<file path="config.mk">
export PLATFORM = sky130hd
export DESIGN_NAME = pmic_top_regs
export DESIGN_NICKNAME = d
export VERILOG_FILES = /design/src/design/pmic_top_pkg.sv /design/src/design/event_sync.sv /design/src/design/pmic_top_regs.sv
export VERILOG_INCLUDE_DIRS = /design/src /design/src/design
export SDC_FILE = /design/constraint.sdc
export NUM_CORES = 1
export LEC_CHECK = 0
export BUFFER_PORTS_ARGS = -buffer_cell sky130_fd_sc_hd__buf_2
export CORE_UTILIZATION = 30
export CTS_BUF_LIST = sky130_fd_sc_hd__clkbuf_16
export CTS_CLUSTER_SIZE = 12
export DETAILED_ROUTE_END_ITERATION = 10
export SYNTH_ARGS = -nofsm -noshare
export SYNTH_HDL_FRONTEND = slang
export SYNTH_SLANG_ARGS = --single-unit
</file>
<file path="constraint.sdc">
create_clock -name hclk -period 2.9 [get_ports hclk]
set_input_delay 0.145 -clock hclk [delete_from_list [all_inputs] [get_ports hclk]]
set_output_delay 0.145 -clock hclk [all_outputs]
set_load 0.1 [all_outputs]
</file>
<file path="src/design/pmic_top_cfg.svh">
/*
 constants for the top system register group: offsets, field positions,
 reset values and masks. assumes byte-addressed word-aligned ahb access.
*/
`ifndef PMIC_TOP_CFG_SVH
`define PMIC_TOP_CFG_SVH

`define REG_IDX_SOFT_RESET 3'h0
`define REG_IDX_INT_SOURCE 3'h1
`define REG_IDX_INT_SOURCE_MASK 3'h2
`define REG_IDX_SYS_FLAGS 3'h3
`define REG_IDX_SYS_MASK 3'h4
`define REG_IDX_SYS_STATUS 3'h5
`define REG_IDX_OUT_ENABLE 3'h6
`define REG_IDX_LAST 3'h6

`define SRC_BIT_REGULATOR 1
`define SRC_BIT_SYSTEM 0
`define FLAG_BIT_WDOG 4
`define FLAG_BIT_UNDERVOLTAGE_STATUS 3
`define FLAG_BIT_THERMAL_SHUTDOWN_STATUS 2
`define FLAG_BIT_TEMP_HIGH 1
`define FLAG_BIT_TEMP_LOW 0

`define RST_INT_SOURCE_MASK 2'h2
`define RST_SYS_MASK 5'h13
`define RST_OUT_ENABLE 8'h00
`define SOFT_RESET_BIT 0

`endif

</file>
<file path="src/design/pmic_top_pkg.sv">
/*
 types for the top system register group.
 assumes the cfg header for numeric constants.
*/
package pmic_top_pkg;
    typedef struct packed {
        logic wdog;
        logic undervoltage_status;
        logic thermal_shutdown_status;
        logic temp_high;
        logic temp_low;
    } sys_flags_t;

    typedef struct packed {
        logic undervoltage_status;
        logic thermal_shutdown_status;
        logic temp_high;
        logic temp_low;
    } sys_status_t;

    typedef struct packed {
        logic [3:0] enable;
        logic [3:0] low_power;
    } reg_out_t;

    typedef enum logic [1:0] {
        BUS_IDLE = 2'b00,
        BUS_DATA = 2'b01
    } bus_state_t;
endpackage

</file>
<file path="src/design/event_sync.sv">
/*
 three-flop synchroniser with agreement filter for WIDTH pin inputs.
 assumes an asynchronous pin and a shared clock enable.
*/
`timescale 1ns/1ns
module event_sync #(
    parameter int WIDTH = 1
) (
    input wire logic hclk, // clock
    input wire logic hresetn, // async reset, active low
    input wire logic ce, // clock enable
    input wire logic [WIDTH-1:0] pin, // raw async inputs
    output logic [WIDTH-1:0] level, // filtered level
    output logic [WIDTH-1:0] rise // one-cycle pulse on rising level
);
    logic [WIDTH-1:0] s1_q;
    logic [WIDTH-1:0] s2_q;
    logic [WIDTH-1:0] s3_q;

    initial begin
        if (WIDTH < 1) $error("event_sync width must be at least 1");
    end

    always_ff @(posedge hclk or negedge hresetn) begin
        if (!hresetn) begin
            s1_q <= '0;
            s2_q <= '0;
            s3_q <= '0;
        end else if (ce) begin
            s1_q <= pin;
            s2_q <= s1_q;
            s3_q <= s2_q;
        end
    end

    genvar i;
    generate
        for (i = 0; i < WIDTH; i++) begin : g_bit
            always_ff @(posedge hclk or negedge hresetn) begin
                if (!hresetn) begin
                    level[i] <= 1'b0;
                    rise[i] <= 1'b0;
                end else if (ce) begin
                    // change counts only once second and third agree
                    rise[i] <= (s2_q[i] == s3_q[i]) && s3_q[i] && !level[i];
                    if (s2_q[i] == s3_q[i]) begin
                        level[i] <= s3_q[i];
                    end
                end
            end
        end
    endgenerate
endmodule

</file>
<file path="src/design/pmic_top_regs.sv">
/*
 top system register group of a multi-output regulator controller: soft
 reset, interrupt source aggregation, latched system flags, live status,
 output enables with low-power bits. ahb-lite slave, zero wait states.
 assumes analog condition inputs are asynchronous pins.
*/
// The AHB-Lite interface to the registers is this design's own decision.
`timescale 1ns/1ns
`include "pmic_top_cfg.svh"

module pmic_top_regs
    import pmic_top_pkg::*;
#(
    parameter int NUM_OUTPUTS = 4
) (
    input wire logic hclk, // bus clock
    input wire logic hresetn, // power-on reset, active low
    input wire logic ce, // clock enable
    input wire logic hsel, // slave select
    input wire logic [31:0] haddr, // byte address
    input wire logic [1:0] htrans, // transfer type
    input wire logic hwrite, // write when high
    input wire logic [2:0] hsize, // transfer size
    input wire logic [31:0] hwdata, // write data
    input wire logic hready, // bus ready in
    output logic [31:0] hrdata, // read data
    output logic hreadyout, // slave ready
    output logic hresp, // response, always okay
    input wire logic regulator_irq, // regulator section pending, same clock
    input wire logic wdog_reset_input_n, // watchdog reset pin, active low
    input wire logic undervoltage_in, // supply below lockout threshold
    input wire logic thermal_shutdown_in, // junction above 165 C
    input wire logic temp_high_warn_in, // junction above 140 C
    input wire logic temp_low_warn_in, // junction above 120 C
    input wire logic interface_supply_ok, // interface supply valid
    input wire logic chip_enable, // chip enable pin
    input wire logic thermal_ok_signal, // thermal ok
    input wire logic [NUM_OUTPUTS-1:0] general_purpose_input, // per-output enable pins
    output logic [NUM_OUTPUTS-1:0] output_enable, // regulator enables
    output logic [NUM_OUTPUTS-1:0] output_low_power, // low-power mode selects
    output logic interrupt_output_n // interrupt, active low
);
    localparam int NPIN = 5 + 3 + NUM_OUTPUTS;

    initial begin
        if (NUM_OUTPUTS != 4) $error("pmic_top_regs supports exactly four outputs");
    end

    function automatic logic [2:0] reg_index(input logic [31:0] addr);
        reg_index = addr[4:2];
    endfunction

    function automatic logic mapped(input logic [31:0] addr);
        mapped = (addr[31:5] == 27'h0) && (addr[4:2] <= `REG_IDX_LAST);
    endfunction

    // pin synchronisation
    logic [NPIN-1:0] pin_raw;
    logic [NPIN-1:0] pin_lvl;
    logic [NPIN-1:0] pin_rise;

    assign pin_raw = {general_purpose_input, thermal_ok_signal, chip_enable,
                      interface_supply_ok, ~wdog_reset_input_n, undervoltage_in,
                      thermal_shutdown_in, temp_high_warn_in, temp_low_warn_in};

    event_sync #(
        .WIDTH(NPIN)
    ) u_sync (
        .hclk(hclk),
        .hresetn(hresetn),
        .ce(ce),
        .pin(pin_raw),
        .level(pin_lvl),
        .rise(pin_rise)
    );

    sys_status_t status;
    sys_flags_t flag_events;
    logic [NUM_OUTPUTS-1:0] gpi_lvl;
    logic cfg_reset;

    assign status = sys_status_t'(pin_lvl[3:0]);
    assign flag_events = sys_flags_t'(pin_rise[4:0]);
    assign gpi_lvl = pin_lvl[NPIN-1 -: NUM_OUTPUTS];

    // bus address phase capture
    bus_state_t bus_q;
    logic [2:0] idx_q;
    logic wr_q;
    logic hit_q;
    logic take;

    assign take = hsel && hready && htrans[1];
    assign hreadyout = 1'b1;
    assign hresp = 1'b0;

    always_ff @(posedge hclk or negedge hresetn) begin
        if (!hresetn) begin
            bus_q <= BUS_IDLE;
            idx_q <= 3'h0;
            wr_q <= 1'b0;
            hit_q <= 1'b0;
        end else if (ce) begin
            bus_q <= take ? BUS_DATA : BUS_IDLE;
            if (take) begin
                idx_q <= reg_index(haddr);
                wr_q <= hwrite;
                hit_q <= mapped(haddr);
            end
        end
    end

    logic wr_en;
    logic rd_take;

    always_comb begin
        wr_en = 1'b0;
        case (bus_q)
            BUS_IDLE: wr_en = 1'b0;
            BUS_DATA: wr_en = wr_q && hit_q;
            default: wr_en = 1'b0;
        endcase
    end

    assign rd_take = take && !hwrite && mapped(haddr);

    // soft reset pulse, self-clearing
    logic soft_reset_q;

    always_ff @(posedge hclk or negedge hresetn) begin
        if (!hresetn) begin
            soft_reset_q <= 1'b0;
        end else if (ce) begin
            soft_reset_q <= wr_en && (idx_q == `REG_IDX_SOFT_RESET)
                            && hwdata[`SOFT_RESET_BIT];
        end
    end

    // configuration-class reset, excludes the flag register
    assign cfg_reset = soft_reset_q || status.undervoltage_status || !pin_lvl[5]
                       || !pin_lvl[6] || !pin_lvl[7];

    logic [1:0] src_mask_q;
    logic [4:0] sys_mask_q;
    reg_out_t out_q;

    always_ff @(posedge hclk or negedge hresetn) begin
        if (!hresetn) begin
            src_mask_q <= `RST_INT_SOURCE_MASK;
        end else if (ce) begin
            if (cfg_reset) begin
                src_mask_q <= `RST_INT_SOURCE_MASK;
            end else if (wr_en && idx_q == `REG_IDX_INT_SOURCE_MASK) begin
                src_mask_q <= hwdata[1:0];
            end
        end
    end

    always_ff @(posedge hclk or negedge hresetn) begin
        if (!hresetn) begin
            sys_mask_q <= `RST_SYS_MASK;
        end else if (ce) begin
            if (cfg_reset) begin
                sys_mask_q <= `RST_SYS_MASK;
            end else if (wr_en && idx_q == `REG_IDX_SYS_MASK) begin
                sys_mask_q <= hwdata[4:0];
            end
        end
    end

    genvar g;
    generate
        for (g = 0; g < NUM_OUTPUTS; g++) begin : g_out
            always_ff @(posedge hclk or negedge hresetn) begin
                if (!hresetn) begin
                    out_q.enable[g] <= 1'b0;
                    out_q.low_power[g] <= 1'b0;
                end else if (ce) begin
                    if (cfg_reset) begin
                        out_q.enable[g] <= 1'b0;
                        out_q.low_power[g] <= 1'b0;
                    end else if (wr_en && idx_q == `REG_IDX_OUT_ENABLE) begin
                        out_q.enable[g] <= hwdata[2*g];
                        out_q.low_power[g] <= hwdata[2*g+1];
                    end
                end
            end

            always_ff @(posedge hclk or negedge hresetn) begin
                if (!hresetn) begin
                    output_enable[g] <= 1'b0;
                    output_low_power[g] <= 1'b0;
                end else if (ce) begin
                    output_enable[g] <= out_q.enable[g] || gpi_lvl[g];
                    output_low_power[g] <= out_q.low_power[g];
                end
            end
        end
    endgenerate

    // latched flags: power-on reset only, read clears, set beats clear
    logic [4:0] flags_q;

    always_ff @(posedge hclk or negedge hresetn) begin
        if (!hresetn) begin
            flags_q <= 5'h00;
        end else if (ce) begin
            flags_q <= (rd_take && reg_index(haddr) == `REG_IDX_SYS_FLAGS)
                       ? 5'h00 : flags_q;
            if (flag_events.wdog) flags_q[`FLAG_BIT_WDOG] <= 1'b1;
            if (flag_events.undervoltage_status) flags_q[`FLAG_BIT_UNDERVOLTAGE_STATUS] <= 1'b1;
            if (flag_events.thermal_shutdown_status) flags_q[`FLAG_BIT_THERMAL_SHUTDOWN_STATUS] <= 1'b1;
            if (flag_events.temp_high) flags_q[`FLAG_BIT_TEMP_HIGH] <= 1'b1;
            if (flag_events.temp_low) flags_q[`FLAG_BIT_TEMP_LOW] <= 1'b1;
        end
    end

    logic [1:0] source;
    assign source[`SRC_BIT_SYSTEM] = |(flags_q & ~sys_mask_q);
    assign source[`SRC_BIT_REGULATOR] = regulator_irq;

    always_ff @(posedge hclk or negedge hresetn) begin
        if (!hresetn) begin
            interrupt_output_n <= 1'b1;
        end else if (ce) begin
            interrupt_output_n <= !(|(source & ~src_mask_q));
        end
    end

    // read data registered at address phase
    logic [7:0] rd_byte;

    always_comb begin
        rd_byte = 8'h00;
        case (reg_index(haddr))
            `REG_IDX_SOFT_RESET: rd_byte = 8'h00;
            `REG_IDX_INT_SOURCE: rd_byte = {6'h00, source};
            `REG_IDX_INT_SOURCE_MASK: rd_byte = {6'h00, src_mask_q};
            `REG_IDX_SYS_FLAGS: rd_byte = {3'h0, flags_q};
            `REG_IDX_SYS_MASK: rd_byte = {3'h0, sys_mask_q};
            `REG_IDX_SYS_STATUS: rd_byte = {4'h0, status};
            `REG_IDX_OUT_ENABLE: rd_byte = {out_q.low_power[3], out_q.enable[3],
                                            out_q.low_power[2], out_q.enable[2],
                                            out_q.low_power[1], out_q.enable[1],
                                            out_q.low_power[0], out_q.enable[0]};
            default: rd_byte = 8'h00;
        endcase
    end

    always_ff @(posedge hclk or negedge hresetn) begin
        if (!hresetn) begin
            hrdata <= 32'h00000000;
        end else if (ce) begin
            if (rd_take) begin
                hrdata <= {24'h000000, rd_byte};
            end else if (take) begin
                hrdata <= 32'h00000000;
            end
        end
    end
endmodule
</file>
==> metrics.txt, run 1 <==
status complete, no violations; I/O Pins 131; Num Clock Sinks 97; CP cell instances nor2_1 > nand4_1 > o21ai_1 > o21ai_0; setup violators final 0; H-Tree Depth 3; Primary FF master, synth dfrtp_1; total CTS buffers 9; Slew Viols, Final 0; Cells after Synth 390; Post-DP Area between 0.004 and 0.005 mm²; most common cell in the synthesized netlist dfrtp_1; FF/Latch Area between 0.002 and 0.0025 mm²; ANT cells 0; post-DP HPWL ~6500 µm; asr flop ratio synth 100.0%; drt via density 4.702; first-pass GRT wire length approximately 15000 µm; Die Area roughly 0.015 mm²; Rel. slew slack a little over 50%; Worst R2R Path Depth 4; leak pwr between 2 and 2.5 nW; Crit-path slowest cell o21ai_1; Post-CTS Setup Inserts 0; startpoint types flip-flop; worst skew pair latency between 0.3 and 0.4 ns; cell area after layout a little over 0.005 mm²; Cell Pwr Density approximately 680 mW/mm²; YS warnings 0; fin crit share 59.80%; Syn Area/Cell ~11 µm²; setup repair after global routing missed its margin no; Post-Route WL ~9000 µm; Setup TNS Final 0 ns; area occupied by multi-input gates around 0.0017 mm²; final net count between 500 and 600; # fillers between 1000 and 1500; Slew @ Worst Pin 0.7340 ns; Row Count between 40 and 50; Hold Fails Final Rpt 0; Worst setup EP type flip-flop; CORE AREA 0.01410 mm²; Clock Root Buffer clkbuf_16; Synth area leaders dfrtp_1, mux2_2, buf_4; fin crit period roughly 1.7 ns; library cells used by synthesis 42; pin count of the biggest net entering global routing 59; wire per inst around 14 µm; Chip Width 123.1 µm; Crit path largest cell delay 0.55 ns; VDD IR max between 0.4 and 0.5 mV; Final Util a little over a third; vias in the first global route 2977; Initial Utilization a little under a third; post-synth top area cell dfrtp_1; WS Path Type flip-flop to flip-flop; share of cells above drive strength 1 around a third; DR iter-0 viols roughly 120; hold crit path type primary input to flip-flop; sequential area share after synthesis a little under three fifths; EDFF count, synth 0; total number of vias roughly 3100; Port Buffers 74; hold path depth 3; Clock Path Buffers 2; DIE HEIGHT between 100 and 150 µm; DRC 0; Clk pin slew, worst setup/hold paths about 0.07 ns; initial antenna violation count 2; CP Max Fanout 10; remaining global-route overflow 0; worst reg-to-reg setup slack about 1.2 ns; RePlAce Congestion just over 0.8; post-synthesis register bit count 97; Max Cap Viol 0; Layout area overhead 17.34%; synth cell count leaders dfrtp_1, mux2_2, nand2_1; Mapped Area roughly 0.0044 mm²; fmax about 580 MHz; top-area cell type share of the netlist area 52.30%; Worst Skew between 0.009 and 0.01 ns; WP data arrival between 1.5 and 2 ns; Pre-antenna DRT Iters 5; GRT Total Usage between 10 and 15%; CTS tree built; remaining antenna violation count after routing 0; CP Data Required Time 3.10 ns
[state kept, by name, summed over array words and instances (netlist names), 2 cells and up]
register / count
u_sync.s3_q: 12
u_sync.s1_q: 12
u_sync.rise: 5
out_q: 8
output_enable: 4
hrdata: 8
output_low_power: 4
src_mask_q: 2
u_sync.level: 12
flags_q: 5
idx_q: 3
sys_mask_q: 5
u_sync.s2_q: 12
[path summary, 6_finish.rpt]
path,endpoint,from
worst max-delay path,sys_mask_q[2]$_DFFE_PN0P_,u_sync.level[3]$_DFFE_PN0P_
worst min-delay path,out_q[7]$_DFFE_PN0P_,hwdata[6]
worst max register to register,sys_mask_q[2]$_DFFE_PN0P_,u_sync.level[3]$_DFFE_PN0P_
worst min register to register,u_sync.rise[4]$_DFFE_PN0P_,u_sync.level[4]$_DFFE_PN0P_
max in group asynchronous,u_sync.s3_q[8]$_DFFE_PN0P_,hresetn
min in group asynchronous,u_sync.s1_q[7]$_DFFE_PN0P_,hresetn
[metal layers]
layer  global-route usage, %  share of wire (%)  up-vias
met5                       0               0.28        -
met4                   3.389               0.83        4
met2                   19.69                 45      102
met3                   3.782                6.2       11
met1                   17.03                 48     1471
li1                        -                  -     1468
[logic make-up (layout without fill, tap and decap cells)]
logic type	count (synthesis)	after routing	synth area share (%)
simple gates	101	101	12.22
flops	97	97	55.29
compound gates	72	72	9.807
buf+inv	59	115	7.391
mux	54	54	13.70
fa+ha+maj	5	5	1.421
other cells	2	26	0.1706
[layout make-up]
type	count	area share [%]
Clock inverter	7	0.8963
Multi-Input combinational cell	258	33.55
Inverter	17	1.235
Timing Repair Buffer	82	8.479
Sequential cell	97	47.12
Clock buffer	9	4.360
Tap cell	180	4.360
[layout by cell type, fill, tap and decap left out, types with 2 or more instances in the layout]
cell | Yosys | layout
dlygate4sd3_1 | 0 | 2
buf_4 | 26 | 7
o21ai_0 | 14 | 14
a21oi_1 | 20 | 20
nand4_1 | 2 | 2
conb_1 | 2 | 26
inv_1 | 17 | 18
nand3_1 | 2 | 2
a221oi_1 | 2 | 2
o21ai_1 | 15 | 15
nor2_1 | 21 | 21
mux2_2 | 50 | 50
nor2b_1 | 10 | 10
ha_1 | 5 | 5
nor4_1 | 7 | 7
nand2b_1 | 7 | 7
buf_2 | 5 | 73
nor3_1 | 5 | 5
clkbuf_16 | 0 | 9
a22o_1 | 8 | 8
and4_1 | 2 | 2
o22ai_1 | 3 | 3
nand2_1 | 32 | 32
mux2i_1 | 4 | 4
or4b_4 | 2 | 2
dfrtp_1 | 92 | 92
nand3b_1 | 4 | 4
clkinv_2 | 0 | 2
dfstp_2 | 5 | 5
a22oi_1 | 4 | 4
[where the power goes]
part,switching [mW],leakage (nW),internal (mW)
Sequential,0.155,1.19,1.55
Combinational,0.446,1.09,0.249
Clock,0.503,0.140,0.582
[worst max-delay path: cells and delay by family, from the launching register on]
kind / cells / cell delay (ns)
flip-flops: 1 / 0.43
AND/OR/NAND/NOR: 2 / 0.42
AO/OA/AOI/OAI: 2 / 0.73
[what timing repair did]
action,4_1_cts,5_1_grt
resized for setup,0,0
hold endpoints to repair,53,0
hold buffers,2,0
[per-stage QoR]
step	cells	setup WS [ns]	hold slack (ns)	total power, mW
2_1_floorplan	414	1.387	-0.1506	2.267
3_3_place_gp	632	1.063	0.2469	2.402
3_5_place_dp	632	1.030	0.2553	2.433
4_1_cts	650	1.132	0.02364	3.530
5_1_grt	650	0.9938	0.02716	3.675
6_report	650	1.166	0.02916	3.490
(Power assumes the default switching activity.)
==> run 2: changes to the inputs <==
Settings changed: ABC_AREA set to 1.
Clock period 2.9 ns to 1.6 ns, I/O delays scaled along.
==> metrics.txt, run 2 <==
library cells used by synthesis 31 (was 42); RePlAce Congestion 0.8098 (was 0.8246); share of cells above drive strength 1 19.57% (was 32.55%); Mapped Area 0.004609 mm² (was 0.004402 mm²); H-Tree Depth 3 (unchanged); Post-CTS Setup Inserts 0 (unchanged); most common cell in the synthesized netlist nand2_1 (was dfrtp_1); WP data arrival 1.69 ns (was 1.93 ns); placed cell count 806 (was 632); Cell Pwr Density 1142 mW/mm² (was 675.7 mW/mm²); Clock Root Buffer clkbuf_16 (unchanged); Setup TNS Final 0 ns (unchanged); fin crit period 1.411 ns (was 1.734 ns); Port Buffers 74 (unchanged); GRT Total Usage 13.62% (was 12.63%); CORE AREA 0.01475 mm² (was 0.01410 mm²); Max Cap Viol 0 (unchanged); Row Count 44 (was 43); most common cell after layout, fill and taps aside nand2_1 (was dfrtp_1); hold crit path type primary input to flip-flop (unchanged); Initial Utilization 31.24% (was 31.23%); Cells after Synth 558 (was 390); Primary FF master, synth dfrtp_1 (unchanged); commonest non-fill, non-tap cells in the layout nand2_1, dfrtp_1, buf_2 (was dfrtp_1, buf_2, mux2_2); Clock Path Buffers 2 (unchanged); first-pass GRT wire length 17110 µm (was 14620 µm); hold wc startpoint hwdata[7] (was hwdata[6]); cts repair resizes 0 (unchanged); Pre-antenna DRT Iters 5 (unchanged); post-DP HPWL 7095 µm (was 6514 µm); Clk pin slew, worst setup/hold paths 0.06 ns (was 0.07 ns); synth cell count leaders nand2_1, dfrtp_1, nor2_1 (was dfrtp_1, mux2_2, nand2_1); pin count of the biggest net entering global routing 49 (was 59); setup violators final 0 (unchanged); Hold Fails Final Rpt 0 (unchanged); setup repair after global routing missed its margin no (unchanged); top-area cell type share of the netlist area 49.95% (was 52.30%); # fillers 1520 (was 1367); CP startpoint bus_q[0]$_DFFE_PN0P_ (was u_sync.level[3]$_DFFE_PN0P_); CP Max Fanout 5 (was 10); WS Path Type flip-flop to flip-flop (unchanged); Worst R2R Path Depth 5 (was 4); YS warnings 0 (unchanged); Worst setup EP type flip-flop (unchanged); Crit Reg-Reg Startpoint bus_q[0]$_DFFE_PN0P_ (was u_sync.level[3]$_DFFE_PN0P_); Post-Route WL 9992 µm (was 8870 µm); Synth area leaders dfrtp_1, nand2_1, buf_4 (was dfrtp_1, mux2_2, buf_4); remaining global-route overflow 0 (unchanged); status complete, no violations (unchanged); CTS tree built (unchanged); Chip Width 126.0 µm (was 123.1 µm); DR iter-0 viols 174 (was 116); vias in the first global route 3544 (was 2977); drt via density 4.414 (was 4.702); non-filler cells in the finished layout 838 (was 650); total number of vias 3699 (was 3056); worst skew pair latency 0.35 ns (was 0.34 ns); fin crit share 88.18% (was 59.80%); DIE HEIGHT 126.0 µm (was 123.1 µm); Slew Viols, Final 0 (unchanged); asr flop ratio synth 100.0% (unchanged); Num Clock Sinks 97 (unchanged); initial antenna violation count 0 (was 2); CP Data Required Time 1.88 ns (was 3.10 ns); remaining antenna violation count after routing 0 (unchanged); EDFF count, synth 0 (unchanged); VDD IR max 0.5387 mV (was 0.4479 mV); sequential area share after synthesis 52.80% (was 55.29%); final net count 743 (was 558); wire per inst 11.92 µm (was 13.65 µm); post-synth top area cell dfrtp_1 (unchanged); post-synthesis register bit count 97 (unchanged); end of the worst register-to-register path out_q[3]$_DFFE_PN0P_ (was sys_mask_q[2]$_DFFE_PN0P_); worst reg-to-reg setup slack 0.19 ns (was 1.17 ns); Die Area 0.01586 mm² (was 0.01516 mm²); fmax 708.8 MHz (was 576.6 MHz); DRC 0 (unchanged); Layout area overhead 21.39% (was 17.34%); Worst Skew 0.006301 ns (was 0.009050 ns); startpoint types flip-flop (unchanged); ANT cells 0 (unchanged); Worst Hold End out_q[3]$_DFFE_PN0P_ (was out_q[7]$_DFFE_PN0P_); Syn Area/Cell 8.261 µm² (was 11.29 µm²); Power, Total 6.391 mW (was 3.490 mW); leak pwr 2.997 nW (was 2.420 nW); hold path depth 3 (unchanged); I/O Pins 131 (unchanged); total CTS buffers 9 (unchanged)
-- run 2: worst max path at each step --
stage | slack [ns] | end
after floorplan | 0.34 | hrdata[0]$_DFFE_PN0P_
after global placement | 0.22 | out_q[1]$_DFFE_PN0P_
after detailed placement | 0.19 | out_q[3]$_DFFE_PN0P_
after CTS | 0.17 | out_q[3]$_DFFE_PN0P_
after global routing | 0.1 | out_q[3]$_DFFE_PN0P_
final | 0.19 | out_q[3]$_DFFE_PN0P_
-- run 2: metal layers --
metal | wire, µm | GRT usage [%]
met1 | 4773 | 17.35
met2 | 4490 | 22.00
met4 | 153 | 4.465
met3 | 575 | 4.163
met5 | 0 | 0
-- run 2: logic make-up (layout without fill, tap and decap cells) --
family	count (synthesis)	after routing	share of synthesized area, %
AOI/OAI and AO/OA	56	56	6.949
DFF	97	97	52.80
buffers and inverters	85	157	9.691
and+or+nand+nor	313	313	29.04
other	2	26	0.1629
adders and majority gates	5	5	1.357
-- run 2: per-stage QoR --
step	setup WS (ns)	util, %	cell area, µm²	hold slack, ns
after CTS	0.1748	37.92	5595	0.00005926
after global routing	0.09658	37.92	5595	0.01497
after detailed placement	0.1916	34.68	5117	0.07012
after global placement	0.2193	34.68	5117	0.07201
final	0.1891	37.92	5595	0.01111
after floorplan	0.3356	-	4700	-0.2156
-- run 2: area by class of cell --
type	instances	area [µm²]	area share, %
Clock buffer	9	225.2	4.025
Sequential cell	97	2434	43.49
Inverter	39	146.4	2.616
Multi-Input combinational cell	400	1819	32.51
Clock inverter	6	82.58	1.476
Timing Repair Buffer	103	658.1	11.76
Tap cell	184	230.2	4.114
-- run 2: worst max-delay path: stages (launching register included) --
cell,delay (ns)
dfrtp_1,0.35
nand3_1,0.21
nor4_4,0.39
buf_4,0.22
nand4_1,0.08
nand2_1,0.10
-- run 2: repair_timing --
action	in CTS	in global routing
endpoints found under the hold margin	50	0
hold buffers	17	0
setup endpoints to repair	0	0
-- run 2: report_power, final --
group	leakage, nW	total, mW	switching [mW]	internal [mW]
clock network	0.157	2.27	0.917	1.36
logic	1.60	1.18	0.875	0.308
registers	1.24	2.94	0.196	2.74
total	3.00	6.39	1.99	4.40
==> run 3: changes to the inputs <==
Clock period 1.6 ns to 1.5 ns, I/O delays scaled along.
==> metrics.txt, run 3 (synthesis gave the netlist of run 2 again) <==
ANT cells 0 (unchanged); # fillers 1504 (was 1520); RePlAce Congestion 0.8265 (was 0.8098); CORE AREA 0.01475 mm² (unchanged); leak pwr 3.003 nW (was 2.997 nW); setup violators final 0 (unchanged); VDD IR max 0.4520 mV (was 0.5387 mV); final net count 747 (was 743); Crit-path slowest cell dfstp_2 (was nor4_4); total CTS buffers 9 (unchanged); Clock Path Buffers 2 (unchanged); GRT Total Usage 13.41% (was 13.62%); DR iter-0 viols 173 (was 174); CP startpoint interrupt_output_n$_DFFE_PN1P_ (was bus_q[0]$_DFFE_PN0P_); vias in the first global route 3432 (was 3544); FF/Latch Area 0.002434 mm² (unchanged); Slew Viols, Final 0 (unchanged); setup repair after global routing missed its margin yes (was no); Post-Route WL 10040 µm (was 9992 µm); remaining global-route overflow 0 (unchanged); startpoint types flip-flop (unchanged); wire per inst 11.91 µm (was 11.92 µm); I/O Pins 131 (unchanged); kind of cell adding the most delay to the critical path flip-flops (was simple AND/OR/NAND/NOR gates); status complete, no violations (unchanged); hold wc startpoint hwdata[3] (was hwdata[7]); Worst R2R Path Depth 5 (unchanged); first-pass GRT wire length 16770 µm (was 17110 µm); area occupied by multi-input gates 0.001819 mm² (unchanged); share of cells above drive strength 1 19.42% (was 19.57%); post-DP HPWL 7227 µm (was 7095 µm); Row Count 44 (unchanged); hold path depth 3 (unchanged); CP cell instances buf_2 (was nand3_1 > nor4_4 > buf_4 > nand4_1 > nand2_1); Layout area overhead 21.96% (was 21.39%); Initial Utilization 31.24% (unchanged); Post-DP Area 0.005145 mm² (was 0.005117 mm²); clock network power share 34.0% (was 35.5%); combinational fraction of design power 19.1% (was 18.5%); CP Max Fanout 2 (was 5); WP depth 1 (was 5); Sw Share 31.95% (was 31.09%); Die Area 0.01586 mm² (unchanged); drt via density 4.423 (was 4.414); WS Path Type flip-flop to primary output (was flip-flop to flip-flop); Int Pwr 4.537 mW (was 4.404 mW); fin crit period approximately 1.4 ns; DIE HEIGHT 126.0 µm (unchanged); remaining antenna violation count after routing 0 (unchanged); CTS tree built (unchanged); most common cell after layout, fill and taps aside nand2_1 (unchanged); CP Data Required Time 1.42 ns (was 1.88 ns); DRC 0 (unchanged); cell area after layout 0.005622 mm² (was 0.005595 mm²); Worst setup EP type primary output (was flip-flop); fmax approximately 730 MHz; Crit path largest cell delay 0.52 ns (was 0.39 ns); worst skew pair latency 0.34 ns (was 0.35 ns); hold crit path type primary input to flip-flop (unchanged); Cell Pwr Density 1186 mW/mm² (was 1142 mW/mm²); H-Tree Depth 3 (unchanged); switching power 2.130 mW (was 1.987 mW); Max Cap Viol 0 (unchanged); Clock Root Buffer clkbuf_16 (unchanged); WP data arrival 1.29 ns (was 1.69 ns); Port Buffers 74 (unchanged); Num Clock Sinks 97 (unchanged); Clk pin slew, worst setup/hold paths 0.07 ns (was 0.06 ns); Chip Width 126.0 µm (unchanged); total number of vias 3729 (was 3699); Crit Reg-Reg Startpoint bus_q[0]$_DFFE_PN0P_ (unchanged); Hold WS 0.01036 ns (was 0.01111 ns); Pre-antenna DRT Iters 4 (was 5); initial antenna violation count 0 (unchanged); Bufs and invs on worst path 1 (unchanged); Worst Skew 0.004135 ns (was 0.006301 ns); commonest non-fill, non-tap cells in the layout nand2_1, dfrtp_1, buf_2 (unchanged); fin crit share between 90% and 100%; pin count of the biggest net entering global routing 55 (was 49); Hold Fails Final Rpt 0 (unchanged); sequential cell fraction of total power 46.9% (was 46.0%); Power, Total 6.667 mW (was 6.391 mW)
[run 3: cell type report]
class,instances,share of cell area [%]
well taps,184,4.095
inverters,39,2.604
repair buffers,107,12.55
clock buffers,9,4.006
flip-flops and latches,97,43.29
multi-input cells,400,32.36
clock inverters,7,1.091
[run 3: final timing paths]
| path | end | slack (ns) |
|---|---|---|
| min in group asynchronous | u_sync.s1_q[4]$_DFFE_PN0P_ | 0.19 |
| max in group asynchronous | sys_mask_q[1]$_DFFE_PN1P_ | 0.74 |
| worst max-delay path | interrupt_output_n | 0.13 |
| worst min-delay path | out_q[1]$_DFFE_PN0P_ | 0.01 |
| worst min register to register | u_sync.rise[4]$_DFFE_PN0P_ | 0.46 |
| worst max register to register | sys_mask_q[3]$_DFFE_PN0P_ | 0.17 |
[run 3: power by group through the flow]
stage	Sequential [mW]	Combinational (mW)	Clock (mW)
detailed placement	3.17	1.25	0
global route	3.16	1.41	2.42
finish	3.13	1.28	2.26
global placement	3.17	1.23	0
floorplan	3.30	0.826	0
CTS	3.13	1.29	2.34
[run 3: what timing repair did]
item	in CTS	in global routing
buffers inserted	0	0
hold buffers	19	0
endpoints found under the hold margin	62	0
gates resized for setup	0	0
endpoints found under the setup margin	0	2
[run 3: through the flow]
| stage | util (%) | instances | TNS [ns] | setup slack (ns) |
|---|---|---|---|---|
| final | 38.10 | 843 | 0 | 0.1342 |
| after global routing | 38.10 | 843 | -0.008552 | -0.006950 |
| after CTS | 38.10 | 843 | 0 | 0.1047 |
| after detailed placement | 34.87 | 808 | 0 | 0.1721 |
| after global placement | 34.87 | 808 | 0 | 0.1836 |
| after floorplan | - | 582 | 0 | 0.2356 |
[run 3: worst min-delay path, delay by kind of cell]
| kind | cells | cell delay [ns] |
|---|---|---|
| buf+inv | 1 | 0.11 |
| simple gates | 2 | 0.13 |
[run 3: layer usage]
| metal | GRT usage [%] | vias to the layer above | part of all wire [%] |
|---|---|---|---|
| li1 | - | 1915 | - |
| met4 | 5.315 | 0 | 1.5 |
| met2 | 21.19 | 120 | 44 |
| met1 | 17.81 | 1681 | 49 |
| met5 | 0 | - | 0 |
| met3 | 3.059 | 13 | 5.0 |
